**src/include/tap_pkg.sv**
```systemverilog
package tap_pkg;

    // Instruction register geometry and fixed capture pattern
    localparam int          IR_W           = 3;
    localparam logic [2:0]  IR_CAPTURE_VAL = 3'h4;

    // Instruction codes; the identify code is also the reset instruction
    localparam logic [2:0]  INS_EXTEST     = 3'h0;
    localparam logic [2:0]  INS_SAMPLE     = 3'h1;
    localparam logic [2:0]  INS_IDCODE     = 3'h2;
    localparam logic [2:0]  INS_BYPASS     = 3'h7;

    // Test data register widths
    localparam int          BSR_W          = 8;
    localparam int          ID_W           = 32;

    // Identification word; the value is arbitrary
    localparam logic [31:0] ID_VALUE       = 32'h0000_1001;

    // Consecutive TMS-high edges that force the reset state
    localparam int          TMS_RESET_CNT  = 5;

    // Sixteen controller states, one-hot
    typedef enum logic [15:0] {
        ST_RESET   = 16'h0001,
        ST_IDLE    = 16'h0002,
        ST_SEL_DR  = 16'h0004,
        ST_CAP_DR  = 16'h0008,
        ST_SH_DR   = 16'h0010,
        ST_EX1_DR  = 16'h0020,
        ST_PAU_DR  = 16'h0040,
        ST_EX2_DR  = 16'h0080,
        ST_UPD_DR  = 16'h0100,
        ST_SEL_IR  = 16'h0200,
        ST_CAP_IR  = 16'h0400,
        ST_SH_IR   = 16'h0800,
        ST_EX1_IR  = 16'h1000,
        ST_PAU_IR  = 16'h2000,
        ST_EX2_IR  = 16'h4000,
        ST_UPD_IR  = 16'h8000
    } tap_state_t;

    // Synchronised link pins and their edge events
    typedef struct packed {
        logic tck;
        logic tms;
        logic tdi;
        logic rise;
        logic fall;
    } link_t;

    // Serial output pin with its enable
    typedef struct packed {
        logic tdo;
        logic tdo_oe;
    } tdo_t;

endpackage

```
**src/rtl/tap_ctrl.sv**
```systemverilog
`timescale 1ns/1ps
`default_nettype none
module tap_ctrl (
    // Clock and reset
    input  wire logic                      CLK_IN,
    input  wire logic                      NRST_IN,
    // Tester link pins
    input  wire logic                      TCK_IN,
    input  wire logic                      TMS_IN,
    input  wire logic                      TDI_IN,
    output logic                           TDO_OUT,
    output logic                           TDO_OE_OUT,
    // Boundary cells
    input  wire logic [tap_pkg::BSR_W-1:0] PINS_IN,
    output logic [tap_pkg::BSR_W-1:0]      BSR_PAR_OUT,
    output logic                           TEST_MODE_OUT,
    // Observation
    output logic [15:0]                    STATE_OUT,
    output logic [tap_pkg::IR_W-1:0]       INSTR_OUT
);

    // Whole module state
    typedef struct packed {
        tap_pkg::tap_state_t          state;
        logic [tap_pkg::IR_W-1:0]     ir_sh;
        logic [tap_pkg::IR_W-1:0]     ir;
        logic [tap_pkg::BSR_W-1:0]    bsr_sh;
        logic [tap_pkg::BSR_W-1:0]    bsr_par;
        logic [tap_pkg::ID_W-1:0]     id_sh;
        logic                         byp;
        tap_pkg::tdo_t                tdo;
        logic                         test_mode;
        logic [tap_pkg::BSR_W-1:0]    pins_s1;
        logic [tap_pkg::BSR_W-1:0]    pins_s2;
    } tap_t;

    tap_t             st_r;
    tap_t             st_nxt;
    tap_pkg::link_t   link;

    // Two-flop synchroniser and TCK edge finder
    tap_link_sync u_sync (
        .clk_in   (CLK_IN),
        .nrst_in  (NRST_IN),
        .tck_in   (TCK_IN),
        .tms_in   (TMS_IN),
        .tdi_in   (TDI_IN),
        .link_out (link)
    );

    // Instruction decode helpers
    logic sel_bsr;
    logic sel_id;
    logic sel_byp;
    logic ser_dr;

    // Unknown codes fall back to the one-stage bypass path
    always_comb begin
        sel_bsr = (st_r.ir == tap_pkg::INS_EXTEST) || (st_r.ir == tap_pkg::INS_SAMPLE);
        sel_id  = (st_r.ir == tap_pkg::INS_IDCODE);
        sel_byp = !sel_bsr && !sel_id;
        if (sel_bsr) begin
            ser_dr = st_r.bsr_sh[0];
        end else if (sel_id) begin
            ser_dr = st_r.id_sh[0];
        end else begin
            ser_dr = st_r.byp;
        end
    end

    // Next state: rising TCK steps the machine, falling TCK moves outputs
    always_comb begin
        st_nxt = st_r;
        // Pins are asynchronous; two flops keep a metastable level out of capture
        st_nxt.pins_s1 = PINS_IN;
        st_nxt.pins_s2 = st_r.pins_s1;
        if (link.rise) begin
            case (st_r.state)
                tap_pkg::ST_RESET: begin
                    // Holding TMS high here keeps reset; five highs land here
                    if (link.tms) begin
                        st_nxt.state = tap_pkg::ST_RESET;
                    end else begin
                        st_nxt.state = tap_pkg::ST_IDLE;
                    end
                end
                tap_pkg::ST_IDLE: begin
                    // Rest between scans; every register keeps its contents
                    if (link.tms) begin
                        st_nxt.state = tap_pkg::ST_SEL_DR;
                    end else begin
                        st_nxt.state = tap_pkg::ST_IDLE;
                    end
                end
                tap_pkg::ST_SEL_DR: begin
                    // Start a data scan or step on toward the instruction column
                    if (link.tms) begin
                        st_nxt.state = tap_pkg::ST_SEL_IR;
                    end else begin
                        st_nxt.state = tap_pkg::ST_CAP_DR;
                    end
                end
                tap_pkg::ST_CAP_DR: begin
                    // The boundary register captures the pins; the identify and bypass registers load fixed values
                    if (sel_bsr) begin
                        st_nxt.bsr_sh = st_r.pins_s2;
                    end else if (sel_id) begin
                        st_nxt.id_sh = tap_pkg::ID_VALUE;
                    end else if (sel_byp) begin
                        st_nxt.byp = 1'b0;
                    end
                    if (link.tms) begin
                        st_nxt.state = tap_pkg::ST_EX1_DR;
                    end else begin
                        st_nxt.state = tap_pkg::ST_SH_DR;
                    end
                end
                tap_pkg::ST_SH_DR: begin
                    // Only the selected register moves, the rest hold
                    if (sel_bsr) begin
                        st_nxt.bsr_sh = {link.tdi, st_r.bsr_sh[tap_pkg::BSR_W-1:1]};
                    end else if (sel_id) begin
                        st_nxt.id_sh = {link.tdi, st_r.id_sh[tap_pkg::ID_W-1:1]};
                    end else if (sel_byp) begin
                        st_nxt.byp = link.tdi;
                    end
                    if (link.tms) begin
                        st_nxt.state = tap_pkg::ST_EX1_DR;
                    end else begin
                        st_nxt.state = tap_pkg::ST_SH_DR;
                    end
                end
                tap_pkg::ST_EX1_DR: begin
                    // Finish the scan or park it in pause
                    if (link.tms) begin
                        st_nxt.state = tap_pkg::ST_UPD_DR;
                    end else begin
                        st_nxt.state = tap_pkg::ST_PAU_DR;
                    end
                end
                tap_pkg::ST_PAU_DR: begin
                    // Shift stages hold while the tester is busy elsewhere
                    if (link.tms) begin
                        st_nxt.state = tap_pkg::ST_EX2_DR;
                    end else begin
                        st_nxt.state = tap_pkg::ST_PAU_DR;
                    end
                end
                tap_pkg::ST_EX2_DR: begin
                    // Resume shifting or finish the scan
                    if (link.tms) begin
                        st_nxt.state = tap_pkg::ST_UPD_DR;
                    end else begin
                        st_nxt.state = tap_pkg::ST_SH_DR;
                    end
                end
                tap_pkg::ST_UPD_DR: begin
                    // Chain straight into another scan or rest in idle
                    if (link.tms) begin
                        st_nxt.state = tap_pkg::ST_SEL_DR;
                    end else begin
                        st_nxt.state = tap_pkg::ST_IDLE;
                    end
                end
                tap_pkg::ST_SEL_IR: begin
                    // A further high gives up and returns to reset
                    if (link.tms) begin
                        st_nxt.state = tap_pkg::ST_RESET;
                    end else begin
                        st_nxt.state = tap_pkg::ST_CAP_IR;
                    end
                end
                tap_pkg::ST_CAP_IR: begin
                    // Fixed pattern lets the tester spot a broken chain
                    st_nxt.ir_sh = tap_pkg::IR_CAPTURE_VAL;
                    if (link.tms) begin
                        st_nxt.state = tap_pkg::ST_EX1_IR;
                    end else begin
                        st_nxt.state = tap_pkg::ST_SH_IR;
                    end
                end
                tap_pkg::ST_SH_IR: begin
                    // Instruction stages move one place toward TDO
                    st_nxt.ir_sh = {link.tdi, st_r.ir_sh[tap_pkg::IR_W-1:1]};
                    if (link.tms) begin
                        st_nxt.state = tap_pkg::ST_EX1_IR;
                    end else begin
                        st_nxt.state = tap_pkg::ST_SH_IR;
                    end
                end
                tap_pkg::ST_EX1_IR: begin
                    // Finish the instruction scan or park it
                    if (link.tms) begin
                        st_nxt.state = tap_pkg::ST_UPD_IR;
                    end else begin
                        st_nxt.state = tap_pkg::ST_PAU_IR;
                    end
                end
                tap_pkg::ST_PAU_IR: begin
                    // Instruction stages hold while parked
                    if (link.tms) begin
                        st_nxt.state = tap_pkg::ST_EX2_IR;
                    end else begin
                        st_nxt.state = tap_pkg::ST_PAU_IR;
                    end
                end
                tap_pkg::ST_EX2_IR: begin
                    // Resume instruction shifting or finish
                    if (link.tms) begin
                        st_nxt.state = tap_pkg::ST_UPD_IR;
                    end else begin
                        st_nxt.state = tap_pkg::ST_SH_IR;
                    end
                end
                tap_pkg::ST_UPD_IR: begin
                    // Chain straight into a data scan or rest in idle
                    if (link.tms) begin
                        st_nxt.state = tap_pkg::ST_SEL_DR;
                    end else begin
                        st_nxt.state = tap_pkg::ST_IDLE;
                    end
                end
                default: begin
                    // An illegal code can only come from an upset; recover via reset
                    st_nxt.state = tap_pkg::ST_RESET;
                end
            endcase
        end
        // Falling-edge actions use the state reached at the previous rise
        if (link.fall) begin
            // Boundary output moves only here, so driven pins stay steady while shifting
            if (st_r.state == tap_pkg::ST_UPD_DR && sel_bsr) begin
                st_nxt.bsr_par = st_r.bsr_sh;
            end
            // New instruction takes effect only once the scan is complete
            if (st_r.state == tap_pkg::ST_UPD_IR) begin
                st_nxt.ir = st_r.ir_sh;
            end
            // TDO changes on the fall so the tester samples it stable on the rise
            if (st_r.state == tap_pkg::ST_SH_DR) begin
                st_nxt.tdo.tdo    = ser_dr;
                st_nxt.tdo.tdo_oe = 1'b1;
            end else if (st_r.state == tap_pkg::ST_SH_IR) begin
                st_nxt.tdo.tdo    = st_r.ir_sh[0];
                st_nxt.tdo.tdo_oe = 1'b1;
            end else begin
                st_nxt.tdo.tdo_oe = 1'b0;
            end
        end
        // Reset state: instruction back to identify code, test logic idle
        if (st_r.state == tap_pkg::ST_RESET) begin
            st_nxt.ir = tap_pkg::INS_IDCODE;
        end
        // Pins handed to boundary cells only under EXTEST; reset forces normal mode
        st_nxt.test_mode = (st_nxt.state != tap_pkg::ST_RESET)
                           && (st_nxt.ir == tap_pkg::INS_EXTEST);
    end

    // Reset lands in Test-Logic-Reset with the identify instruction active
    always_ff @(posedge CLK_IN or negedge NRST_IN) begin
        if (!NRST_IN) begin
            st_r       <= '0;
            st_r.state <= tap_pkg::ST_RESET;
            st_r.ir    <= tap_pkg::INS_IDCODE;
        end else begin
            st_r <= st_nxt;
        end
    end

    // Outputs come straight from the state flops
    always_comb begin
        TDO_OUT       = st_r.tdo.tdo;
        TDO_OE_OUT    = st_r.tdo.tdo_oe;
        BSR_PAR_OUT   = st_r.bsr_par;
        TEST_MODE_OUT = st_r.test_mode;
        STATE_OUT     = st_r.state;
        INSTR_OUT     = st_r.ir;
    end

endmodule // tap_ctrl
`default_nettype wire

```
**src/rtl/tap_link_sync.sv**
```systemverilog
`timescale 1ns/1ps
`default_nettype none
// Brings the tester's pins into the CLK_IN domain and finds TCK edges
module tap_link_sync (
    input  wire logic           clk_in,
    input  wire logic           nrst_in,
    input  wire logic           tck_in,
    input  wire logic           tms_in,
    input  wire logic           tdi_in,
    output var  tap_pkg::link_t link_out
);

    typedef struct packed {
        logic [2:0] s1;
        logic [2:0] s2;
        logic       tck_d;
    } sync_t;

    sync_t st_r;
    sync_t st_nxt;

    // First stage feeds only the second stage
    always_comb begin
        st_nxt       = st_r;
        st_nxt.s1    = {tck_in, tms_in, tdi_in};
        st_nxt.s2    = st_r.s1;
        st_nxt.tck_d = st_r.s2[2];
    end

    always_ff @(posedge clk_in or negedge nrst_in) begin
        if (!nrst_in) begin
            st_r <= '0;
        end else begin
            st_r <= st_nxt;
        end
    end

    // Edge pulses are one CLK_IN cycle wide
    always_comb begin
        link_out.tck  = st_r.s2[2];
        link_out.tms  = st_r.s2[1];
        link_out.tdi  = st_r.s2[0];
        link_out.rise = st_r.s2[2] & ~st_r.tck_d;
        link_out.fall = ~st_r.s2[2] & st_r.tck_d;
    end

endmodule // tap_link_sync
`default_nettype wire

```
**config.mk**
```make
export PLATFORM = sky130hd
export DESIGN_NAME = tap_ctrl
export DESIGN_NICKNAME = d
export VERILOG_FILES = /design/src/include/tap_pkg.sv /design/src/rtl/tap_ctrl.sv /design/src/rtl/tap_link_sync.sv
export SDC_FILE = /design/constraint.sdc
export NUM_CORES = 1
export LEC_CHECK = 0
export BUFFER_PORTS_ARGS = -buffer_cell sky130_fd_sc_hd__buf_4
export CAP_MARGIN = 15
export CORE_ASPECT_RATIO = 1.2
export CORE_MARGIN = 2
export CORE_UTILIZATION = 38
export DETAILED_ROUTE_END_ITERATION = 8
export PLACE_DENSITY_LB_ADDON = 0.3
export SLEW_MARGIN = 20
export SYNTH_ARGS = -nofsm -noshare
export SYNTH_HDL_FRONTEND = slang
export SYNTH_SLANG_ARGS = --single-unit
```
**constraint.sdc**
```tcl
create_clock -name CLK_IN -period 6.8 [get_ports CLK_IN]
set_input_delay 1.02 -clock CLK_IN [delete_from_list [all_inputs] [get_ports CLK_IN]]
set_output_delay 1.02 -clock CLK_IN [all_outputs]
set_load 0.01 [all_outputs]
```
* After elaboration in Yosys (flattened, before gate mapping) *
Cells that the tools add are included.

storage, ports and cells
  input port bits = 13
  logic and storage cells = 103
  bits in writable memories = 0
  output and inout port bits = 30
  ROM bits = 0
  bits in registers = 97
  memories kept = 0
  latch bits = 0

cells by class
  magnitude comparators = 0
  muxes and demuxes = 35
  equality and inequality tests = 29
  bitwise logic cells = 4
  shift operators = 0
  div/mod/pow operators = 0
  multipliers = 0
  reduce and logical (&&, ||, !) cells = 20
  add/subtract/negate cells = 0

operator list
  operator                                                                  count
  16-bit case mux with 12 select lines                                      1
  33-bit 2-to-1 mux                                                         2
  33-bit case mux with 2 select lines                                       1
  32-bit 2-to-1 mux                                                         2
  16-bit 2-to-1 mux                                                         2
  8-bit 2-to-1 mux                                                          3
  2-bit != test (second input constant)                                     10
  19-bit 2-to-1 mux                                                         1
  9-bit 2-to-1 mux                                                          2
  16-bit by 1-bit equality test with 1-bit output (second input constant)   1
  16-bit by 10-bit equality test with 1-bit output (second input constant)  1
  16-bit by 11-bit equality test with 1-bit output (second input constant)  1
  16-bit by 12-bit equality test with 1-bit output (second input constant)  1
  16-bit by 13-bit equality test with 1-bit output (second input constant)  1
  16-bit by 14-bit equality test with 1-bit output (second input constant)  1
  16-bit by 15-bit equality test with 1-bit output (second input constant)  1
  16-bit equality test (second input constant)                              1
  16-bit by 2-bit equality test with 1-bit output (second input constant)   1
  16-bit by 3-bit equality test with 1-bit output (second input constant)   1
  16-bit by 4-bit equality test with 1-bit output (second input constant)   1
  16-bit by 5-bit equality test with 1-bit output (second input constant)   1
  16-bit by 6-bit equality test with 1-bit output (second input constant)   1
  16-bit by 7-bit equality test with 1-bit output (second input constant)   1
  16-bit by 8-bit equality test with 1-bit output (second input constant)   1
  other kinds (27)                                                          49

* Longest topological paths before layout *
  depth in word-level cells = 8
  mapped depth = 9
  depth with buffers taken out = 7

* Modules after synthesis *
From an unflattened synthesis, not the netlist that was laid out.

second synthesis, totals
  cells, all modules = 445
  area, all modules = 4476.8 µm²

modules (own cells, without submodules)
  module         sequential area each (µm²)  area an instance (µm²)  cells an instance  instances
  tap_ctrl       2254.7                      4264.1                  433                1
  tap_link_sync  175.2                       212.7                   12                 1

* Worst setup path after synthesis *
OpenSTA, ideal clock, no wires.

  path type = reg-to-reg
  from = reg st_r, in the netlist STATE_OUT[13]
  to = reg st_r, in the netlist TEST_MODE_OUT
  path buffers = 1
  setup time = 73 ps
  clock period less this slack = 2519 ps
  data arrival time = 2446 ps
  stages on the path, launching flop included = 9
  setup slack = 4281 ps
  required time = 6727 ps
  cells stage by stage = dfrtp_1 -> buf_2 -> or4_4 -> or4_4 -> o31a_1 -> a211o_1 -> o311ai_1 -> nor4_1 -> a21oi_2

RTL lines
  element                 line             text
  start, declared         tap_ctrl.sv:37   tap_t st_r;
  start signal, assigned  tap_ctrl.sv:266  st_r <= st_nxt;

* Final worst setup path *
  from = reg st_r, in the netlist STATE_OUT[12]
  to = reg st_r[67] in the netlist's numbering

on the way
  longest elaborated chain between the ends = 3
  elaborated cells on any way between the ends = 7
  those cells by class = 4 x eq/ne; 1 x mux; 2 x reduce/logical

ends and longest elaborated chain
  element                                                                                                                    line            text
  16-bit by 4-bit equality test with 1-bit output / 16-bit by 5-bit equality test with 1-bit output (equally long branches)  tap_ctrl.sv:78  case (st_r.state)
  2-bit != test (no line) / 2-bit nonzero test (equally long branches)                                                       --
  4-bit AND reduction (no line)                                                                                              --

Parallel ways exist; a longest one is shown, timed or not.
A chain may end at the register's enable or synchronous reset.

==> impl_metrics.toml <==
[die]
core_sq_um = 11500
dieWidth_um = 103
rows = 43
pin_count = 43
die_area_sq_um = 12600
start_util_pct = 38.7
die-height_um = 123

[logic_synthesis]
syn_area_sq_um = 4460
syn_nets = 470
ys_warn_count = 0
ys_top_cells_by_count = "dfrtp_1 (95), nand2_1 (88), o21ai_1 (35), buf_4 (27), nor2_1 (24)"
syn_avg_cell_area_sq_um = 9.75
synth_top_area_share_pct = 53.3
synth_seq_cells = 97
synth.area.top_cells = "dfrtp_1 (53%), nand2_1 (7.4%), buf_4 (4.5%), o21ai_1 (3.9%), mux2i_1 (2.2%)"
syn-instance-count = 457
ys_types = 53
yosys.area.top_type = "dfrtp_1"
seq_area_frac_synth_pct = 54.5
synth.most_common_cell = "dfrtp_1"
synthArstFlopShare_pct = 100
synth_edf_count = 0
yosys_most_used_dff = "dfrtp_1"

[cts]
cts_hold_buf = 0
clkLatencyLatePin_ns = 0.35
cts-htree-levels = 3
cts_root_buf = "clkbuf_16"
path_clk_slew_ns = 0.08
cts_buffers = 9
cts_resized = 0
clock_sinks = 97
post_cts_buffers = 0
cts_tree = "done"
clockBufferDepth = 2

[sta]
rsz0062_at_grt = "false"
setup_viol_count_final = 0
finalClockSkew_ns = 0.0114
hold_viol = 0
drv_slew = 0
timing.final.ws_setup_ns = 3.64
setup-tns-final_ns = 0
min_period_over_period_pct = 46.5
max_freq_mhz = 317
slew-limit-headroom_pct = 27.9
min_period_ns = 3.16
worst_pin_slew_ns = 1.07

[detailed_routing]
postRouteAntennaNets = 0
drt-pass1-iter-count = 4
wl_um = 9350
post-route-drc-count = 0
via_per_inst = 5.18
vias = 3193
drt_iter0_markers = 230
post_drt_wl_per_cell_um = 15.2

[hold_path]
hp-class = "reg2reg"

[global_route]
grt_max_degree = 73
grt_pass1_wl_um = 15300
antenna_found_initial = 0
grt-ovfl-total = 0
grt_pass1_vias = 3019
grt_use_total_pct = 16.0

[outcome]
status = "complete, no violations"

[finish]
layout.area.seq_sq_um = 2430
syn_to_final_growth_pct = 11.3
multi_input_area_sq_um = 1690
drive_above_1_share_pct = 16.8
finalNetCount = 467
fillCellCount = 1131
n_antenna_cell = 0

[worst_setup_path]
path_class = "reg2reg"
arrival_ns = 3.43
crit_required_ns = 7.07
setup.worst_path.end_class = "flip-flop"
cp_max_fo = 30
startpoint_type = "flip-flop"

[placed_design]
portBuffers = 42
gp_congestion = 0.897
dp_hpwl_um = 6330
dp_slack_ns = 3.46

[power_and_ir_drop]
peakVddDrop_uv = 214
p_leak_uw = 0.00221
powerDensity_nw_per_um2 = 255

[job]
drv_cap = 0
==> flip-flops by register name, summed over array words and instances (netlist names), 3 cells and up <==
signal and count:
BSR_PAR_OUT 8, INSTR_OUT 3, st_r 52, u_sync.link_out 3, st_nxt 8, u_sync.st_nxt 3
STATE_OUT 16
==> path summary, 6_finish.rpt <==
path	from	endpoint	slack (ns)	depth (start not counted)
worst max-delay path	STATE_OUT[12]	st_r[67]	3.64	6
worst min-delay path	st_nxt[3]	st_r[3]	0.35	0
worst max register to register	STATE_OUT[12]	st_r[67]	3.64	6
min in group asynchronous	NRST_IN	STATE_OUT[9]	0.56	1
max in group asynchronous	NRST_IN	st_nxt[5]	5.04	2
worst min register to register	st_nxt[3]	st_r[3]	0.35	0
==> metal layers <==
layer	global-route usage, %	vias to the layer above	routed length, um
met5	0	-	0
met4	7.40	0	223
met3	3.99	17	420
met2	24.5	72	4440
met1	21.4	1551	4270
li1	-	1553	-
==> critical path, cell delays in order (launching register included) <==
cell and delay [ns]:
dfrtp_1 0.52, nor4_1 0.79, and3_1 0.32, and3_1 0.87
nand2_1 0.23, a21boi_0 0.19, o21ai_1 0.15
==> cells by family (layout without fill, tap and decap cells) <==
kind of cell	count (synthesis)	in the layout	synth area share, %
AOI/OAI and AO/OA	88	88	12.0
xor gates and xnor gates	8	8	1.57
buffers and inverters	63	65	7.89
DFF	97	97	54.5
muxes	18	18	4.27
and+or+nand+nor	183	183	19.7
==> placed cells by master, fill, tap and decap left out, types with 2 or more instances in the layout <==
cell and count:
inv_8 3, or4_1 4, nand4b_1 4, nand4_1 4
mux2i_1 10, or4_4 3, dfrtp_1 95, and3_1 2
a22oi_1 2, xnor2_1 3, dfstp_2 2, a211o_1 2
o31ai_1 3, nand3b_1 2, or3_1 2, clkbuf_16 9
xor2_1 5, nand3_1 11, buf_4 44, nor4_1 8
mux2_2 8, and4_1 2, a31oi_1 3, o21ai_0 15
o21ai_1 35, a21o_1 2, a22o_1 4, a21oi_1 9
nor3_1 14, nand2_1 88, nor2b_1 6, nor2_1 24
inv_1 5, nand2b_1 4
==> stage by stage <==
step | util (%) | total power, uW | hold WS, ns | cells | area [sq um]
after global placement | 40.4 | 777 | 0.332 | 600 | 4660
after global routing | 43.1 | 1330 | 0.362 | 616 | 4960
after detailed placement | 40.4 | 777 | 0.335 | 600 | 4660
after floorplan | - | 735 | 0.331 | 457 | 4460
final | 43.1 | 1270 | 0.349 | 616 | 4960
after CTS | 43.0 | 1280 | 0.352 | 616 | 4950
==> layout make-up <==
| type | instances | area share [%] |
|---|---|---|
| clock inverter | 7 | 1.44 |
| clock buffer | 9 | 4.54 |
| timing repair buffer | 44 | 6.66 |
| tap | 157 | 3.96 |
| sequential | 97 | 49.0 |
| multi-input combinational | 297 | 34.0 |
| inverter | 5 | 0.378 |
==> power breakdown <==
group	total [uW]	switching (uW)	internal [uW]	leakage [uW]
logic	145	88.0	57.1	0.000773
clock network	501	241	260	0.000145
registers	621	24.0	597	0.00129
Note: power is estimated with default switching activity, not from simulation.
